==> config.mk <==
export PLATFORM = sky130hd
export DESIGN_NAME = fpc_control_word
export DESIGN_NICKNAME = d
export VERILOG_FILES = /design/src/rtl/fpc_pkg.sv /design/src/rtl/fpc_control_word.sv
export SDC_FILE = /design/constraint.sdc
export NUM_CORES = 1
export LEC_CHECK = 0
export ABC_AREA = 1
export BUFFER_PORTS_ARGS = -buffer_cell sky130_fd_sc_hd__buf_2
export CORE_MARGIN = 1.5
export CORE_UTILIZATION = 45
export CTS_CLUSTER_SIZE = 28
export DETAILED_ROUTE_END_ITERATION = 10
export GPL_ROUTABILITY_DRIVEN = 1
export PLACE_DENSITY = 0.68
export SLEW_MARGIN = 40
export SYNTH_ARGS = -nofsm -noshare
export SYNTH_HDL_FRONTEND = slang
export SYNTH_SLANG_ARGS = --single-unit
==> constraint.sdc <==
create_clock -name clk -period 4.8 [get_ports clk]
set_input_delay 0.72 -clock clk [delete_from_list [all_inputs] [get_ports clk]]
set_output_delay 0.72 -clock clk [all_outputs]
set_load 0.02 [all_outputs]
==> src/rtl/fpc_pkg.sv <==
// package of object indices, field positions and encodings for the profile block
package fpc_pkg;
    // object dictionary indices
    localparam logic [15:0] IDX_COMMAND_WORD  = 16'h2051;
    localparam logic [15:0] IDX_REFERENCE_ONE = 16'h2102;
    localparam logic [15:0] IDX_REFERENCE_TWO = 16'h2103;
    localparam logic [15:0] IDX_ACTUAL_ONE    = 16'h2105;
    localparam logic [15:0] IDX_ACTUAL_TWO    = 16'h2106;
    // drive-profile area aliases (values not printed, plain defaults)
    localparam logic [15:0] IDX_ALT_REF_ONE   = 16'h6042;
    localparam logic [15:0] IDX_ALT_REF_TWO   = 16'h6071;
    localparam logic [15:0] IDX_ALT_ACT_ONE   = 16'h6044;
    localparam logic [15:0] IDX_ALT_ACT_TWO   = 16'h6077;
    // command word bit positions
    localparam int BIT_STOP        = 0;
    localparam int BIT_START       = 1;
    localparam int BIT_REVERSE     = 2;
    localparam int BIT_FAULT_RESET = 4;
    localparam int BIT_LOCATION    = 5;
    localparam int BIT_RUN_DISABLE = 6;
    localparam int BIT_NORMAL_STOP = 7;
    localparam int BIT_EMERG_STOP  = 8;
    localparam int BIT_FREE_STOP   = 9;
    localparam int BIT_RAMP_OUT_Z  = 11;
    localparam int BIT_RAMP_HOLD   = 12;
    localparam int BIT_RAMP_IN_Z   = 13;
    // reset values
    localparam logic [15:0] RESET_WORD = 16'h0000;
    // stop mode encoding
    typedef enum logic [1:0] {
        FPC_STOP_NORMAL,
        FPC_STOP_EMERGENCY,
        FPC_STOP_FREEWHEEL
    } fpc_stop_t;
    // scaling type selection per value
    typedef enum logic [1:0] {
        FPC_SCALE_UNITY,
        FPC_SCALE_HALF,
        FPC_SCALE_DOUBLE,
        FPC_SCALE_QUARTER
    } fpc_scale_t;
endpackage : fpc_pkg

==> src/rtl/fpc_control_word.sv <==
// fieldbus process data interpreter: references, actual values, command word
//
// Behaviour
// - two references, each taken as 16-bit two's-complement signed integer
// - each reference scaled by its own reference type setting
// - actual values returned as two's-complement words, magnitude limited to 15 bits
// - actual values readable at 2105h/2106h and drive-profile aliases
// - each actual value scaled by its own type setting
// - command word written at 2051h passes unmodified to command logic
// - bit 0 stops with mode from bits 7-9 or configured mode
// - bit 1 commands start, bit 2 reverses direction; zero no action
// - rising edge of bit 4 resets active fault; level does nothing
// - bit 5 selects second location when location source is fieldbus
// - bit 6 high drops run enable when enable source is fieldbus
// - bits 7, 8, 9 request normal, emergency, freewheel stop mode
// - bits 7 to 9 all zero fall back to configured stop mode
// - bit 11 forces ramp generator output to zero
// - bit 12 freezes ramp generator output
// - bit 13 forces ramp generator input to zero
`timescale 1ns/1ps
module fpc_control_word
    import fpc_pkg::*;
(
    input  wire logic        clk,
    input  wire logic        reset,
    // object access from the fieldbus side
    input  wire logic        obj_write,
    input  wire logic        obj_read,
    input  wire logic [15:0] obj_index,
    input  wire logic [15:0] obj_wdata,
    output logic      [15:0] obj_rdata,
    output logic             obj_rvalid,
    output logic             obj_error,
    // configuration
    input  wire logic [1:0]  ref1_type,
    input  wire logic [1:0]  ref2_type,
    input  wire logic [1:0]  actual_value_one_type,
    input  wire logic [1:0]  actual_value_two_type,
    input  wire logic [1:0]  config_stop_mode,
    input  wire logic        location_from_bus,
    input  wire logic        enable_from_bus,
    input  wire logic        fault_active,
    // drive actual values, signed
    input  wire logic [15:0] drive_actual_one,
    input  wire logic [15:0] drive_actual_two,
    // outputs to motor control
    output logic      [15:0] scaled_reference_one,
    output logic      [15:0] scaled_reference_two,
    output logic      [15:0] command_word,
    output logic             stop_command,
    output logic      [1:0]  stop_mode,
    output logic             start_command,
    output logic             reverse_command,
    output logic             fault_reset_pulse,
    output logic             second_location_select,
    output logic             run_enable,
    output logic             ramp_out_zero,
    output logic             ramp_hold,
    output logic             ramp_in_zero
);

    // ------------------------------------------------------------
    // notes on use
    // ------------------------------------------------------------
    // object access is one request per asserted cycle; there is no
    // ready or wait state, so a master may issue a request every clock
    // and a read and a write in the same cycle share one index and one error flag.
    //
    // latency of a write:
    //   edge n   request taken
    //   edge n+1 stored word or reference updated
    //   edge n+2 decoded commands and scaled references updated
    // latency of a read:
    //   edge n   request taken
    //   edge n+1 read data, valid and error shown for one cycle
    //
    // the command word is stored as written, reserved bits included;
    // only the decode stage ignores them, so a later reader of the
    // stored word sees exactly what the master sent.
    //
    // the fault reset edge is found on the stored word, not on the
    // write strobe: writing the same word with bit 4 set twice gives
    // one pulse only, which is what an edge-triggered reset wants.
    // the pulse is also gated by the fault flag, so a rising bit while
    // no fault is present is dropped and not remembered for later.
    //
    // run enable holds its last value while the enable source is not
    // the fieldbus; switching the source back picks up the stored bit
    // on the following edge.
    //
    // doubling saturates instead of wrapping: a wrapped reference
    // would reverse the motor, which is far worse than a clipped one.
    //
    // actual values clamp the magnitude to 15 bits, so the most
    // negative word is returned as its nearest representable value.
    //
    // writes to any index other than the command word or a reference
    // are refused with a one-cycle error; the stored state is kept.
    // reads of anything but an actual value are refused the same way.
    //
    // the drive-profile alias indices share storage with the native
    // ones, so the last write through either index wins.

    // ------------------------------------------------------------
    // helpers
    // ------------------------------------------------------------
    // signed scaling by power of two; saturates on double
    function automatic logic [15:0] scale_signed(input logic [15:0] v,
                                                 input logic [1:0]  t);
        logic signed [16:0] wide;
        wide = 17'(signed'(v));
        case (fpc_scale_t'(t))
            FPC_SCALE_UNITY:   scale_signed = v;
            FPC_SCALE_HALF:    scale_signed = 16'(wide >>> 1);
            FPC_SCALE_QUARTER: scale_signed = 16'(wide >>> 2);
            FPC_SCALE_DOUBLE: begin
                wide = wide <<< 1;
                if (wide > 17'sh07FFF)
                    scale_signed = 16'h7FFF;
                else if (wide < -17'sh08000)
                    scale_signed = 16'h8000;
                else
                    scale_signed = 16'(wide);
            end
            default:           scale_signed = v;
        endcase
    endfunction

    // two's complement: magnitude limited to 15 bits, negative is the negated magnitude
    function automatic logic [15:0] to_actual(input logic [15:0] v);
        logic [15:0] mag;
        mag = v[15] ? 16'(-v) : v;
        if (mag > 16'h7FFF)
            mag = 16'h7FFF;
        to_actual = v[15] ? 16'(-mag) : mag;
    endfunction

    // ------------------------------------------------------------
    // write side: references and command word
    // ------------------------------------------------------------
    logic [15:0] reference_one;
    logic [15:0] reference_two;
    logic [15:0] next_reference_one;
    logic [15:0] next_reference_two;
    logic [15:0] next_command_word;
    logic        prev_reset_bit;
    logic        next_prev_reset_bit;

    // decode writes; aliases share storage with the native indices
    always_comb begin
        next_reference_one  = reference_one;
        next_reference_two  = reference_two;
        next_command_word   = command_word;
        next_prev_reset_bit = command_word[BIT_FAULT_RESET];
        if (obj_write) begin
            case (obj_index)
                IDX_REFERENCE_ONE, IDX_ALT_REF_ONE:
                    next_reference_one = obj_wdata;
                IDX_REFERENCE_TWO, IDX_ALT_REF_TWO:
                    next_reference_two = obj_wdata;
                IDX_COMMAND_WORD:
                    next_command_word = obj_wdata;
                default: ;
            endcase
        end
    end

    always_ff @(posedge clk or posedge reset) begin
        if (reset) begin
            reference_one  <= RESET_WORD;
            reference_two  <= RESET_WORD;
            command_word   <= RESET_WORD;
            prev_reset_bit <= 1'b0;
        end else begin
            reference_one  <= next_reference_one;
            reference_two  <= next_reference_two;
            command_word   <= next_command_word;
            prev_reset_bit <= next_prev_reset_bit;
        end
    end

    // ------------------------------------------------------------
    // command decode
    // ------------------------------------------------------------
    logic [15:0] next_scaled_one;
    logic [15:0] next_scaled_two;
    logic        next_stop;
    logic [1:0]  next_stop_mode;
    logic        next_start;
    logic        next_reverse;
    logic        next_fault_reset;
    logic        next_location;
    logic        next_run_enable;
    logic        next_out_zero;
    logic        next_hold;
    logic        next_in_zero;

    // decoded from the stored word; bits 3, 10, 14, 15 never looked at
    always_comb begin
        next_scaled_one  = scale_signed(reference_one, ref1_type);
        next_scaled_two  = scale_signed(reference_two, ref2_type);
        next_stop        = command_word[BIT_STOP];
        // explicit request bits win over config, normal first
        if (command_word[BIT_NORMAL_STOP])
            next_stop_mode = FPC_STOP_NORMAL;
        else if (command_word[BIT_EMERG_STOP])
            next_stop_mode = FPC_STOP_EMERGENCY;
        else if (command_word[BIT_FREE_STOP])
            next_stop_mode = FPC_STOP_FREEWHEEL;
        else
            next_stop_mode = config_stop_mode;
        next_start       = command_word[BIT_START];
        next_reverse     = command_word[BIT_REVERSE];
        // one-cycle pulse on 0 to 1 only
        next_fault_reset = command_word[BIT_FAULT_RESET]
                           & ~prev_reset_bit & fault_active;
        // when not from fieldbus the location stays at the first
        next_location    = location_from_bus
                           & command_word[BIT_LOCATION];
        next_run_enable  = enable_from_bus
                           ? ~command_word[BIT_RUN_DISABLE]
                           : run_enable;
        next_out_zero    = command_word[BIT_RAMP_OUT_Z];
        next_hold        = command_word[BIT_RAMP_HOLD];
        next_in_zero     = command_word[BIT_RAMP_IN_Z];
    end

    always_ff @(posedge clk or posedge reset) begin
        if (reset) begin
            scaled_reference_one   <= RESET_WORD;
            scaled_reference_two   <= RESET_WORD;
            stop_command           <= 1'b0;
            stop_mode              <= FPC_STOP_NORMAL;
            start_command          <= 1'b0;
            reverse_command        <= 1'b0;
            fault_reset_pulse      <= 1'b0;
            second_location_select <= 1'b0;
            run_enable             <= 1'b1;
            ramp_out_zero          <= 1'b0;
            ramp_hold              <= 1'b0;
            ramp_in_zero           <= 1'b0;
        end else begin
            scaled_reference_one   <= next_scaled_one;
            scaled_reference_two   <= next_scaled_two;
            stop_command           <= next_stop;
            stop_mode              <= next_stop_mode;
            start_command          <= next_start;
            reverse_command        <= next_reverse;
            fault_reset_pulse      <= next_fault_reset;
            second_location_select <= next_location;
            run_enable             <= next_run_enable;
            ramp_out_zero          <= next_out_zero;
            ramp_hold              <= next_hold;
            ramp_in_zero           <= next_in_zero;
        end
    end

    // ------------------------------------------------------------
    // read side: actual values
    // ------------------------------------------------------------
    logic [15:0] next_rdata;
    logic        next_rvalid;
    logic        next_error;

    // only the actual values are readable; others answer with error
    always_comb begin
        next_rdata  = 16'h0000;
        next_rvalid = obj_read;
        next_error  = 1'b0;
        if (obj_read) begin
            case (obj_index)
                IDX_ACTUAL_ONE, IDX_ALT_ACT_ONE:
                    next_rdata = to_actual(scale_signed(drive_actual_one,
                                                        actual_value_one_type));
                IDX_ACTUAL_TWO, IDX_ALT_ACT_TWO:
                    next_rdata = to_actual(scale_signed(drive_actual_two,
                                                        actual_value_two_type));
                default:
                    next_error = 1'b1;
            endcase
        end
        if (obj_write && !(obj_index == IDX_COMMAND_WORD
                || obj_index == IDX_REFERENCE_ONE
                || obj_index == IDX_REFERENCE_TWO
                || obj_index == IDX_ALT_REF_ONE
                || obj_index == IDX_ALT_REF_TWO))
            next_error = 1'b1;
    end

    always_ff @(posedge clk or posedge reset) begin
        if (reset) begin
            obj_rdata  <= 16'h0000;
            obj_rvalid <= 1'b0;
            obj_error  <= 1'b0;
        end else begin
            obj_rdata  <= next_rdata;
            obj_rvalid <= next_rvalid;
            obj_error  <= next_error;
        end
    end

endmodule // fpc_control_word

# --- Yosys cells after proc, flatten, opt, wreduce, memory -nomap -nowiden ---
# Cells that the tools add are included.
word_totals:
  ff_bits: 110
  out_inout_bits: 77
op_classes:
  bitwise: 5
  n_eq_ne: 21
  reduce_logical: 18
  mux: 34
  order_cmp: 10
  add_sub_neg: 4
op_table:
  columns: ["op", "n"]
  rows:
  - ["16-bit two-way mux", 23]
  - ["16-bit case mux with 4 select lines", 4]
  - ["16-bit by 14-bit == test with 1-bit output (second input constant)", 5]
  - ["17-bit by 16-bit > comparator with 1-bit output (second input constant)", 4]
  - ["17-bit by 16-bit < comparator with 1-bit output (second input constant)", 4]
  - ["16-bit by 15-bit == test with 1-bit output (second input constant)", 4]
  - ["16-bit negation", 4]
  - ["16-bit by 15-bit > comparator with 1-bit output (second input constant)", 2]
  - ["16-bit case mux with 2 select lines", 1]
  - ["2-bit == test (second input constant)", 8]
  - ["2-bit by 1-bit == test with 1-bit output (second input constant)", 4]
  - ["2-bit logical NOT", 4]
  - ["2-bit OR reduction", 4]
  - ["2-bit two-way mux", 3]
  - ["2-bit AND reduction", 3]
  - ["1-bit logical OR", 4]
  - ["4-bit OR reduction", 1]
  - ["1-bit bitwise AND", 3]
  - ["1-bit two-way mux", 3]
  - ["1-bit inverter", 2]
  - ["1-bit logical AND", 1]
  - ["1-bit logical NOT", 1]

# --- Logic depth before layout (Yosys ltp) ---
# Gate-level depths: netlist (run 1).
logic_depth:
  depth_word: 16
  mapped_depth: 26
  ltp_nobuf: 24

# --- Least setup slack after synthesis (run 1) ---
# No wires, ideal clock.
synth_timing:
  path_kind: "input-to-reg"
  from: "input actual_value_one_type[1]"
  to: "register obj_rdata[14]"
  setup_slack_ns: 1.748
  n_path_buf: 3
  t_arrival_ns: 2.974
  setup_time_ns: 0.078
  stages: 22
  path_cell_list: "buf_4 nand2_1 nor2_4 buf_6 nand2_1 nand2_1 nand2_1 nand2_2 nor2_4 nand3_4 buf_6 inv_1 nor2_1 ha_1 nand2_1 o21ai_2 nand2_2 nor2_4 nand3_1 nand2_1 nand3_1 a21oi_1"
synth_via:
  elab_chain_len: 14
  word_cells_on_any_way: 17
synth_lines:
  columns: ["element", "line", "source"]
  rows:
  - ["start, declared", "fpc_control_word.sv:37", "input wire logic [1:0] actual_value_one_type,"]
  - ["2-bit == test (tied with other cells)", null, null]
  - ["16-bit case mux with 4 select lines (*)", "fpc_control_word.sv:112", "case (fpc_scale_t'(t))"]
  - ["16-bit two-way mux (*)", "fpc_control_word.sv:271", "case (obj_index)"]
  - ["16-bit two-way mux (*)", "fpc_control_word.sv:270", "if (obj_read) begin"]
  - ["16-bit negation", "fpc_control_word.sv:132", "mag = v[15] ? 16'(-v) : v;"]
  - ["16-bit two-way mux", "fpc_control_word.sv:132", null]
  - ["16-bit by 15-bit > comparator with 1-bit output", "fpc_control_word.sv:133", "if (mag > 16'h7FFF)"]
  - ["16-bit two-way mux", "fpc_control_word.sv:133", null]
  - ["16-bit two-way mux", "fpc_control_word.sv:271", null]
  - ["16-bit two-way mux", "fpc_control_word.sv:270", null]
  - ["16-bit negation", "fpc_control_word.sv:135", "to_actual = v[15] ? 16'(-mag) : mag;"]
  - ["16-bit two-way mux (*)", "fpc_control_word.sv:135", null]
  - ["16-bit case mux with 2 select lines (*)", "fpc_control_word.sv:271", null]
  - ["16-bit two-way mux (*)", "fpc_control_word.sv:270", null]
  - ["net next_rdata[14]", "fpc_control_word.sv:261", "logic [15:0] next_rdata;"]
  - ["end signal, assigned", "fpc_control_word.sv:296", "obj_rdata <= next_rdata;"]
  - ["end, declared", "fpc_control_word.sv:31", "output logic [15:0] obj_rdata,"]
# Mark *: on every way through the listed nets, which the timed path passes. The rest lies on a longest branch. The select of a mux whose other input is x is not followed.
# A chain may end at the register's enable or synchronous reset.

# --- Worst setup path in the final report (run 1) ---
layout_timing:
  from: "input actual_value_two_type[0]"
  to: "register obj_rdata[12]"
layout_via:
  elab_chain_len: 14
  word_cells_on_any_way: 17
layout_lines:
  columns: ["element", "line", "source"]
  rows:
  - ["start, declared", "fpc_control_word.sv:38", "input wire logic [1:0] actual_value_two_type,"]
  - ["2-bit == test (tied with other cells)", null, null]
  - ["16-bit case mux with 4 select lines (*)", "fpc_control_word.sv:112", null]
  - ["16-bit two-way mux (*)", "fpc_control_word.sv:271", null]
  - ["16-bit two-way mux (*)", "fpc_control_word.sv:270", null]
  - ["16-bit negation", "fpc_control_word.sv:132", null]
  - ["16-bit two-way mux", "fpc_control_word.sv:132", null]
  - ["16-bit by 15-bit > comparator with 1-bit output", "fpc_control_word.sv:133", null]
  - ["16-bit two-way mux", "fpc_control_word.sv:133", null]
  - ["16-bit two-way mux", "fpc_control_word.sv:271", null]
  - ["16-bit two-way mux", "fpc_control_word.sv:270", null]
  - ["16-bit negation", "fpc_control_word.sv:135", null]
  - ["16-bit two-way mux (*)", "fpc_control_word.sv:135", null]
  - ["16-bit case mux with 2 select lines (*)", "fpc_control_word.sv:271", null]
  - ["16-bit two-way mux (*)", "fpc_control_word.sv:270", null]
  - ["net next_rdata[12]", "fpc_control_word.sv:261", null]
# Marks and branches as above.

==> summary.md, run 1 <==
| Metric | Value |
|---|---|
| Status | completed |
| Crit-path leading delay family | simple AND/OR/NAND/NOR gates |
| Final worst slack | approximately 1.5 ns |
| Vias per cell | between 5 and 6 |
| IO Port Bufs | 157 |
| Mux cell area share after synthesis | 0% |
| Die height | 134 µm |
| Largest area contributor in the netlist | dfrtp_1 |
| GRT overflow | 0 |
| Min Tclk post-route | roughly 3.3 ns |
| CTS Hold Bufs | 0 |
| Vias | 7928 |
| Asr flop ratio synth | 100% |
| Final setup viols | 0 |
| Worst stage delay on the critical path | 0.59 ns |
| Worst R2R Start | reference_two[14]$_DFFE_PP0P_ |
| Reg power frac | 43.0% |
| Iter 0 DRT Violations | 666 |
| Post-synth top area share | a little over a third |
| CTS clk-pin slew, worst paths | 0.08 ns |
| Rel. slew slack | between 50% and 60% |
| Hold Startpoint | prev_reset_bit$_DFF_PP0_ |
| Vias in the first global route | 7044 |
| Synth-to-layout area growth | 15.3% |
| Synth Area in Compound Gates | 13.9% |
| Core area | 16700 µm² |
| Flop2flop setup slack | slightly above 3 ns |
| Post-synth cell types | 50 |
| XOR/XNOR Fraction of Synth Area | 0.451% |
| Clock sinks | 110 |
| Clk_skew | 0.00595 ns |
| R2R Path End | scaled_reference_two[9]$_DFF_PP0_ |
| Root Driver | clkbuf_16 |
| Dominant cells by area after synthesis | dfrtp_1, nand2_1, o21ai_0 |
| Top FF cell, synth | dfrtp_1 |
| Setup crit end kind | register |
| Worst Max-Slew Pin Slew | 0.705 ns |
| Post-Route Setup TNS | 0 ns |
| Number of synthesized flops with an enable pin | 0 |
| WL per Instance | about 13 µm |
| Max_cap viols | 0 |
| Fmax | around 300 MHz |
| Hpwl dp | 15300 µm |
| Largest family of logic cells by synthesized area | simple AND/OR/NAND/NOR gates |
| Initial Util | between 40% and 50% |
| Most common cell after layout, fill and taps aside | nand2_1 |
| Worst slack, placed | 1.13 ns |
| CTS tree | yes |
| P_leak | 4.80 nW |
| Synth Area per Inst | 6.65 µm² |
| WHS | 0.392 ns |
| Fin nets | between 1k and 1.5k |
| Most frequent cells in the layout | nand2_1, buf_2, inv_1 |
| Drt first pass iters | 5 |
| Worst Reg-to-Reg Cells | 6 |
| Post-route cell area | 8950 µm² |
| Max Used Layer | met4 |
| Initial antenna violation count | 0 |
| CP Max Fanout | 18 |
| Placed instance area | 8620 µm² |
| Largest net degree at the start of global routing | 80 |
| Switch share | 30.0% |
| YS warnings | 0 |
| Drt drc | 0 |
| Slew Viols, Final | 0 |
| Die Span X | 134 µm |
| Arr. time, crit path | 3.58 ns |
| Synth Cell Area | a little under 8000 µm² |
| Worst setup SP type | primary input |
| Ratio of cells with drive above 1 in the final layout | 20.2% |
| Routed length on met1 | 8960 µm |
| Critical-path cell list | buf_2 -> nor2_2 -> nand2_1 -> o21ai_2 -> nand3_2 -> nor2_4 -> nand2_4 -> nor2_8 -> inv_4 -> nand2_1 -> inv_1 -> ha_1 -> inv_1 -> nor2_1 -> nand2_1 -> nand2_2 -> nand2_2 -> nor2_4 -> nand4_1 -> nand3_1 -> a21oi_1 |
| # rows | 47 |
| Int Pwr | 0.00152 W |
| Tot Pwr | 0.00216 W |
| Crit path top cell by count | nand2_1 |
| Gate Count Post-Synth | 1167 |
| H-tree depth | 3 |
| Worst Hold End | fault_reset_pulse$_DFF_PP0_ |
| Hold WC Path Type | register to register |
| Synthesized Nets | 1252 |
| Crit path required time | 5.06 ns |
| Sw Pwr | 0.000650 W |
| ANT cells | 0 |
| Clk network pwr share | between 30% and 40% |
| Final RePlAce weighted congestion | around 0.9 |
| Final hold violations | 0 |
| First-pass GRT wire length | 33000 µm |
| Max IR drop VDD | 172 µV |
| Comb pwr share | 21.0% |
| Total GRT Usage | 22.3% |
| Clock Path Buffers | 2 |
| Critical Setup Path Class | primary input to register |
| Post-synthesis simple-gate area fraction | between 30% and 40% |
| Met2 wire length | 9940 µm |
| Inserted Clock Buffers | 9 |
| PwrDens | 242 nW/µm² |
| Fraction of the mapped netlist area in adder cells | 0.645% |
| Skew-Pair Late Insertion Delay | between 0.3 and 0.4 ns |
| Crit-path slowest cell | nor2_2 |
| Hold Path Cell Cnt | 1 |
| Flops & latches, synth | 110 |
| Post-CTS Resized | 0 |
| Routed Antenna Nets | 0 |
| WL final | about 20000 µm |
| Die area | 18100 µm² |
| WL met3 | 943 µm |
| Sequential cell area fraction in the yosys report | a little over a third |
| I/O Pins | 158 |
| Period utilisation layout | between 60% and 70% |
| RSZ-0062 raised after global routing | false |
| Setup bufs post-CTS | 0 |
| CP bufs+invs | 4 |
==> power by group through the flow <==
stage	combinational, W	sequential (W)	clock (W)
2_1_floorplan	0.000339	0.000953	0
3_3_place_gp	0.000451	0.000949	0
3_5_place_dp	0.000455	0.000949	0
4_1_cts	0.000457	0.000931	0.000793
5_1_grt	0.000522	0.000931	0.000838
6_report	0.000456	0.000931	0.000779
==> worst max path at each step <==
| stage | from | endpoint | slack, ns | cells after the start |
|---|---|---|---|---|
| floorplan | reset | command_word[0]$_DFFE_PP0P_ | 1.18 | 1 |
| global placement | actual_value_one_type[1] | obj_rdata[12]$_DFF_PP0_ | 1.18 | 20 |
| detailed placement | actual_value_two_type[0] | obj_rdata[12]$_DFF_PP0_ | 1.13 | 21 |
| CTS | actual_value_two_type[0] | obj_rdata[8]$_DFF_PP0_ | 1.49 | 21 |
| global route | actual_value_one_type[1] | obj_rdata[10]$_DFF_PP0_ | 1.11 | 18 |
| finish | actual_value_two_type[0] | obj_rdata[12]$_DFF_PP0_ | 1.48 | 21 |
==> cell type report <==
class / count / area (µm²)
multi-input cells: 875 / 4260
inverters: 138 / 533
clock buffers: 11 / 253
flip-flops and latches: 110 / 2750
well taps: 220 / 275
clock inverters: 5 / 63.8
repair buffers: 160 / 808
fillers: 1718 / 7750
==> per-layer routing <==
layer / vias to the layer above / track usage [%]
li1: 4032 / -
met4: 0 / 5.44
met2: 205 / 38.8
met3: 18 / 3.21
met1: 3673 / 29.2
met5: - / 0
==> cells in the mapped netlist, drive strengths merged, types with 2 or more instances <==
cell type / n
or2: 5
o211ai: 5
clkinv: 4
o2111ai: 14
buf: 21
and2: 2
nand3b: 14
a221oi: 6
nand3: 98
ha: 4
o21ai: 119
nor2: 89
nand4: 29
inv: 134
a22oi: 2
nor3: 3
a21oi: 38
xnor2: 3
dfrtp: 109
nand2: 433
clkbuf: 23
==> registers in the layout, summed over array words and instances, names as in the netlist, 2 cells and up <==
register	cells
scaled_reference_one	16
obj_rdata	16
scaled_reference_two	16
reference_two	16
command_word	16
reference_one	16
stop_mode	2
==> logic make-up (layout without fill, tap and decap cells) <==
| logic type | count (synthesis) | after routing |
|---|---|---|
| adders and majority gates | 4 | 4 |
| AOI/OAI and AO/OA | 190 | 190 |
| xor gates and xnor gates | 4 | 4 |
| DFF | 110 | 110 |
| buffers and inverters | 182 | 314 |
| and+or+nand+nor | 677 | 677 |
==> metrics by stage <==
stage | util (%) | cells
floorplan | - | 1167
global placement | 51.6 | 1503
detailed placement | 51.6 | 1503
CTS | 53.5 | 1519
global route | 53.6 | 1519
finish | 53.6 | 1519
No activity file was read; power rests on OpenSTA's default activity.
==> run 2: changes to the inputs <==
--- a/config.mk
+++ b/config.mk
@@ -12,7 +12,7 @@
 export CTS_CLUSTER_SIZE = 28
 export DETAILED_ROUTE_END_ITERATION = 10
 export GPL_ROUTABILITY_DRIVEN = 1
-export PLACE_DENSITY = 0.68
+export PLACE_DENSITY = 0.71
 export SLEW_MARGIN = 40
 export SYNTH_ARGS = -nofsm -noshare
 export SYNTH_HDL_FRONTEND = slang
==> constraint.sdc (replaced) <==
create_clock -name clk -period 2.9 [get_ports clk]
set_input_delay 0.435 -clock clk [delete_from_list [all_inputs] [get_ports clk]]
set_output_delay 0.435 -clock clk [all_outputs]
set_load 0.02 [all_outputs]
==> run 2 against run 1 <==
Against the previous run: core utilization increased by 4.0 points; sequential cell count unchanged; sequential share of layout area decreased by 2.1 points; critical path type unchanged; largest cell class unchanged; highest routed layer unchanged.
==> summary.md, run 2 (synthesized netlist as in run 1, its figures left out) <==
| Metric | Value |
|---|---|
| GRT overflow | 0 (unchanged) |
| Crit path top cell by count | nand2_1 |
| Placed cells | 1584 (+5.4%) |
| P_leak | 5.21 nW (+8.5%) |
| Crit path required time | 3.17 ns (-1.89 ns) |
| Largest net degree at the start of global routing | 37 (-54%) |
| H-tree depth | 3 (unchanged) |
| Flop2flop setup slack | 1.21 ns (-1.89 ns) |
| Inserted Clock Buffers | 9 (unchanged) |
| Clk_skew | 0.00973 ns (+0.00379 ns) |
| Vias per cell | 5.20 (-0.42%) |
| Fill count | 1630 (-5.1%) |
| Fin cells | 1601 (+5.4%) |
| Iter 0 DRT Violations | 682 (+2.4%) |
| First-pass GRT wire length | 34900 µm (+5.6%) |
| Die Span X | 134 µm (unchanged) |
| RSZ-0062 raised after global routing | false |
| Period utilisation layout | 89.5% |
| Worst stage delay on the critical path | 0.27 ns (-0.32 ns) |
| Worst Reg-to-Reg Cells | 6 (unchanged) |
| IO Port Bufs | 157 (unchanged) |
| Final hold violations | 0 (unchanged) |
| Clock sinks | 110 (unchanged) |
| I/O Pins | 158 (unchanged) |
| Crit-path slowest cell | ha_1 |
| Setup crit end kind | register |
| Root Driver | clkbuf_16 |
| Final worst slack | 0.303 ns (-1.17 ns) |
| Max_cap viols | 0 (unchanged) |
| # rows | 47 (unchanged) |
| Worst slack, placed | -0.0473 ns (-1.18 ns) |
| Skew-Pair Late Insertion Delay | 0.35 ns (about the same) |
| Setup bufs post-CTS | 0 (unchanged) |
| R2R Path End | scaled_reference_two[9]$_DFF_PP0_ |
| Ratio of cells with drive above 1 in the final layout | 24.5% (+4.4 points) |
| Fmax | slightly below 400 MHz |
| Worst Max-Slew Pin Slew | 0.635 ns (-0.0705 ns) |
| Clock Path Buffers | 2 (unchanged) |
| CTS tree | yes |
| CTS clk-pin slew, worst paths | 0.08 ns (about the same) |
| CTS Hold Bufs | 0 (unchanged) |
| Final RePlAce weighted congestion | 0.905 (+0.98%) |
| CP Max Fanout | 8 (-10) |
| Worst setup SP type | primary input |
| Die area | 18100 µm² (unchanged) |
| Multi-input logic area | 4250 µm² (-0.29%) |
| Hpwl dp | 16100 µm (+5.4%) |
| Routed Antenna Nets | 0 (unchanged) |
| Slew Viols, Final | 0 (unchanged) |
| Die height | 134 µm (unchanged) |
| Arr. time, crit path | 2.86 ns (-0.72 ns) |
| WL final | 20900 µm (+4.2%) |
| Most frequent cells in the layout | nand2_1, buf_2, inv_1 |
| Final setup viols | 0 (unchanged) |
| Initial Util | 46.5% (unchanged) |
| Vias | 8321 (+5.0%) |
| Most common cell after layout, fill and taps aside | nand2_1 |
| CP bufs+invs | 4 (unchanged) |
| Worst R2R Start | reference_two[14]$_DFFE_PP0P_ |
| Hold WC Path Type | primary input to async pin |
| Initial antenna violation count | 0 (unchanged) |
| Crit-path leading delay family | simple AND/OR/NAND/NOR gates |
| Status | completed |
| Drt drc | 0 (unchanged) |
| Max IR drop VDD | 300 µV (+75%) |
| Drt first pass iters | 5 (unchanged) |
| WL per Instance | 13.1 µm (-1.1%) |
| Fin nets | 1461 (+5.9%) |
| Vias in the first global route | 7509 (+6.6%) |
| Min Tclk post-route | 2.60 ns |
| Synth-to-layout area growth | 23.9% |
| Critical-path cell list | buf_2 -> inv_2 -> nand2_2 -> nand2_1 -> nand2_1 -> nand2_1 -> nand2_1 -> ha_1 -> o21ai_0 -> inv_1 -> nor2_1 -> ha_1 -> inv_1 -> nor2_1 -> nand2_1 -> nand2_2 -> nand2_2 -> nor2_4 -> nand3_1 -> nand2_1 -> nand3_1 -> a21oi_1 |
| Rel. slew slack | 57.5% (+4.6 points) |
| Post-CTS Resized | 0 (unchanged) |
| PwrDens | 387 nW/µm² (+60%) |
| Core area | 16700 µm² (unchanged) |
| Reg area | 2750 µm² (unchanged) |
| Total GRT Usage | 23.6% (+1.3 points) |
| ANT cells | 0 (unchanged) |
| Critical Setup Path Class | primary input to register |
-- run 2: worst max path at each step --
stage                              from                      end  slack, ns  depth (start not counted)
6_report           drive_actual_two[15]  obj_rdata[14]$_DFF_PP0_       0.30                         22
3_5_place_dp       drive_actual_two[15]  obj_rdata[14]$_DFF_PP0_      -0.05                         22
5_1_grt        actual_value_one_type[0]  obj_rdata[13]$_DFF_PP0_       0.06                         20
2_1_floorplan  actual_value_one_type[1]  obj_rdata[14]$_DFF_PP0_       0.13                         22
4_1_cts            drive_actual_two[15]  obj_rdata[14]$_DFF_PP0_       0.32                         22
3_3_place_gp   actual_value_two_type[1]  obj_rdata[14]$_DFF_PP0_       0.03                         22
-- run 2: final cells by class --
| cell class | count | share of cell area, % |
|---|---|---|
| inverters | 138 | 5.53 |
| multi-input cells | 875 | 44.2 |
| flip-flops and latches | 110 | 28.6 |
| clock buffers | 10 | 2.48 |
| repair buffers | 242 | 15.5 |
| well taps | 220 | 2.86 |
| clock inverters | 6 | 0.793 |
-- run 2: stage by stage --
stage / utilization (%) / power, W / hold WS (ns) / setup TNS, ns / instance area (µm²)
after floorplan: - / 0.00214 / 0.377 / 0 / 7770
after global placement: 55.5 / 0.00244 / 0.379 / 0 / 9270
after detailed placement: 55.5 / 0.00245 / 0.381 / -0.0942 / 9270
after CTS: 57.4 / 0.00375 / 0.228 / 0 / 9590
after global routing: 57.6 / 0.00394 / 0.0798 / 0 / 9620
final: 57.6 / 0.00373 / 0.0689 / 0 / 9620
-- run 2: where the power goes --
group / leakage, nW / total, W / switching [W] / internal, W
clock network: 0.149 / 0.00130 / 0.000590 / 0.000708
logic: 3.54 / 0.000887 / 0.000539 / 0.000349
registers: 1.52 / 0.00154 / 0.00000251 / 0.00154
total: 5.21 / 0.00373 / 0.00113 / 0.00259
-- run 2: layer usage --
layer,routed length (µm),track usage [%],share of wire (%)
met2,10200,41.3,49
met3,1120,2.83,5.4
met1,9320,31.0,45
met5,0,0,0
met4,321,6.21,1.5
==> run 3: changes to the inputs <==
--- a/config.mk
+++ b/config.mk
@@ -9,6 +9,7 @@
 export BUFFER_PORTS_ARGS = -buffer_cell sky130_fd_sc_hd__buf_2
 export CORE_MARGIN = 1.5
 export CORE_UTILIZATION = 45
+export CTS_BUF_LIST = sky130_fd_sc_hd__clkbuf_16
 export CTS_CLUSTER_SIZE = 28
 export DETAILED_ROUTE_END_ITERATION = 10
 export GPL_ROUTABILITY_DRIVEN = 1
==> run 3 against run 2 <==
Against the previous run: combinational power about the same; worst hold slack hardly changed; clock power about the same; die area unchanged; sequential cell count did not move; cell count unchanged; non-clock buffer count unchanged; design area down 0.10%.
==> summary.md, run 3 (synthesized netlist as in run 1, its figures left out) <==
| Metric | Value |
|---|---|
| Status | completed |
| Final RePlAce weighted congestion | 0.905 (unchanged) |
| Final setup viols | 0 (unchanged) |
| Switch share | 30.6% (+0.19 points) |
| Drt first pass iters | 5 (unchanged) |
| Slew Viols, Final | 0 (unchanged) |
| Worst setup SP type | primary input |
| Worst stage delay on the critical path | 0.27 ns (about the same) |
| Period utilisation layout | 89.6% (+0.10 points) |
| Routed Antenna Nets | 0 (unchanged) |
| Fill count | 1634 (+0.25%) |
| CP bufs+invs | 4 (unchanged) |
| RSZ-0062 raised after global routing | false |
| Skew-Pair Late Insertion Delay | 0.35 ns (about the same) |
| Placed instance area | 9270 µm² (unchanged) |
| Worst Max-Slew Pin Slew | 0.626 ns (-0.00841 ns) |
| Reg power frac | 41.7% (+0.4 points) |
| Flop2flop setup slack | 1.24 ns (+0.03 ns) |
| I/O Pins | 158 (unchanged) |
| Clock Path Buffers | 2 (unchanged) |
| H-tree depth | 3 (unchanged) |
| Arr. time, crit path | 2.86 ns (about the same) |
| Critical Setup Path Class | primary input to register |
| Root Driver | clkbuf_16 |
| Setup crit end kind | register |
| Worst R2R Start | reference_two[14]$_DFFE_PP0P_ |
| Crit-path leading delay family | simple AND/OR/NAND/NOR gates |
| Hold WC Path Type | primary input to async pin |
| PwrDens | 385 nW/µm² (-0.65%) |
| GRT overflow | 0 (unchanged) |
| Most common cell after layout, fill and taps aside | nand2_1 |
| Vias | 8313 (-0.096%) |
| Sw Pwr | 0.00113 W (-0.12%) |
| Crit path required time | 3.17 ns (about the same) |
| Vias in the first global route | 7509 (unchanged) |
| Rel. slew slack | 58.1% (+0.56 points) |
| Die Span X | 134 µm (unchanged) |
| CTS tree | yes |
| Total GRT Usage | 23.6% (unchanged) |
| Comb pwr share | 24.0% (+0.2 points) |
| Final hold violations | 0 (unchanged) |
| # rows | 47 (unchanged) |
| Initial antenna violation count | 0 (unchanged) |
| Inserted Clock Buffers | 9 (unchanged) |
| Vias per cell | 5.19 (about the same) |
| WL final | 20900 µm (about the same) |
| Core area | 16700 µm² (unchanged) |
| Largest net degree at the start of global routing | 37 (unchanged) |
| GRT busiest layer | met2 |
| Max_cap viols | 0 (unchanged) |
| Fin nets | 1461 (unchanged) |
| Initial Util | 46.5% (unchanged) |
| Met1 Resource Use GR | 31.0% (unchanged) |
| CTS Hold Bufs | 0 (unchanged) |
| Clk network pwr share | 34.4% (-0.4 points) |
| WL per Instance | 13.1 µm (about the same) |
| IO Port Bufs | 157 (unchanged) |
| ANT cells | 0 (unchanged) |
| R2R Path End | scaled_reference_two[9]$_DFF_PP0_ |
| Met2 Use GR | 41.3% (unchanged) |
| Fmax | 385 MHz (-0.12%) |
| Max IR drop VDD | 300 µV (about the same) |
| Ratio of cells with drive above 1 in the final layout | 24.5% (-0.072 points) |
| Synth-to-layout area growth | 23.8% |
| Min Tclk post-route | 2.60 ns (+0.00301 ns) |
| P_leak | 5.20 nW (-0.11%) |
| Drt drc | 0 (unchanged) |
| Final Util | 57.5% (-0.060 points) |
| Clk_skew | 0.00968 ns (-0.0000483 ns) |
| Post-route cell area | 9610 µm² (-0.10%) |
| Die height | 134 µm (unchanged) |
| CP Max Fanout | 8 (unchanged) |
| Hpwl dp | 16100 µm (unchanged) |
| Most frequent cells in the layout | nand2_1, buf_2, inv_1 |
| Post-CTS Resized | 0 (unchanged) |
| Critical-path cell list | buf_2 -> inv_2 -> nand2_2 -> nand2_1 -> nand2_1 -> nand2_1 -> nand2_1 -> ha_1 -> o21ai_0 -> inv_1 -> nor2_1 -> ha_1 -> inv_1 -> nor2_1 -> nand2_1 -> nand2_2 -> nand2_2 -> nor2_4 -> nand3_1 -> nand2_1 -> nand3_1 -> a21oi_1 |
| First-pass GRT wire length | 34900 µm (unchanged) |
| Met3 Use GR | 2.83% (unchanged) |
| Clock sinks | 110 (unchanged) |
| Critical Path Start | drive_actual_two[15] |
| CTS clk-pin slew, worst paths | 0.08 ns (about the same) |
| Iter 0 DRT Violations | 683 (+0.15%) |
| Int Pwr | 0.00257 W (-1.0%) |
| Setup bufs post-CTS | 0 (unchanged) |
| Die area | 18100 µm² (unchanged) |
| Crit-path slowest cell | ha_1 |
| Worst Reg-to-Reg Cells | 6 (unchanged) |
| Crit path top cell by count | nand2_1 |
## run 3: area by class of cell
type / count / area [µm²] / area share, %
Clock buffer: 9 / 225 / 2.34
Inverter: 138 / 532 / 5.53
Sequential cell: 110 / 2750 / 28.7
Tap cell: 220 / 275 / 2.86
Timing Repair Buffer: 242 / 1490 / 15.5
Multi-Input combinational cell: 875 / 4250 / 44.2
Clock inverter: 7 / 80.1 / 0.833
## run 3: per-layer routing
metal  wire length (µm)  share of wire [%]
met1               9290                 44
met2              10200                 49
met3               1130                5.4
met4                321                1.5
met5                  0                  0
## run 3: worst max-delay path by stage
| stage | depth (start not counted) | end | slack [ns] |
|---|---|---|---|
| after floorplan | 22 | obj_rdata[14]$_DFF_PP0_ | 0.13 |
| after global placement | 22 | obj_rdata[14]$_DFF_PP0_ | 0.03 |
| after detailed placement | 22 | obj_rdata[14]$_DFF_PP0_ | -0.05 |
| after CTS | 22 | obj_rdata[14]$_DFF_PP0_ | 0.32 |
| after global routing | 20 | obj_rdata[13]$_DFF_PP0_ | 0.06 |
| final | 22 | obj_rdata[14]$_DFF_PP0_ | 0.30 |
## run 3: power groups by stage
stage	Sequential [W]	Combinational (W)	Clock [W]
global placement	0.00157	0.000869	0
global route	0.00154	0.00101	0.00136
floorplan	0.00158	0.000562	0
CTS	0.00154	0.000885	0.00129
detailed placement	0.00157	0.000881	0
finish	0.00154	0.000887	0.00127
## run 3: stage by stage
step	TNS (ns)	instances	hold slack, ns	setup WS (ns)	power [W]
floorplan	0	1167	0.377	0.133	0.00214
global placement	0	1584	0.379	0.0310	0.00244
detailed placement	-0.0942	1584	0.381	-0.0473	0.00245
CTS	0	1600	0.228	0.320	0.00372
global route	0	1601	0.0798	0.0602	0.00391
finish	0	1601	0.0689	0.300	0.00370
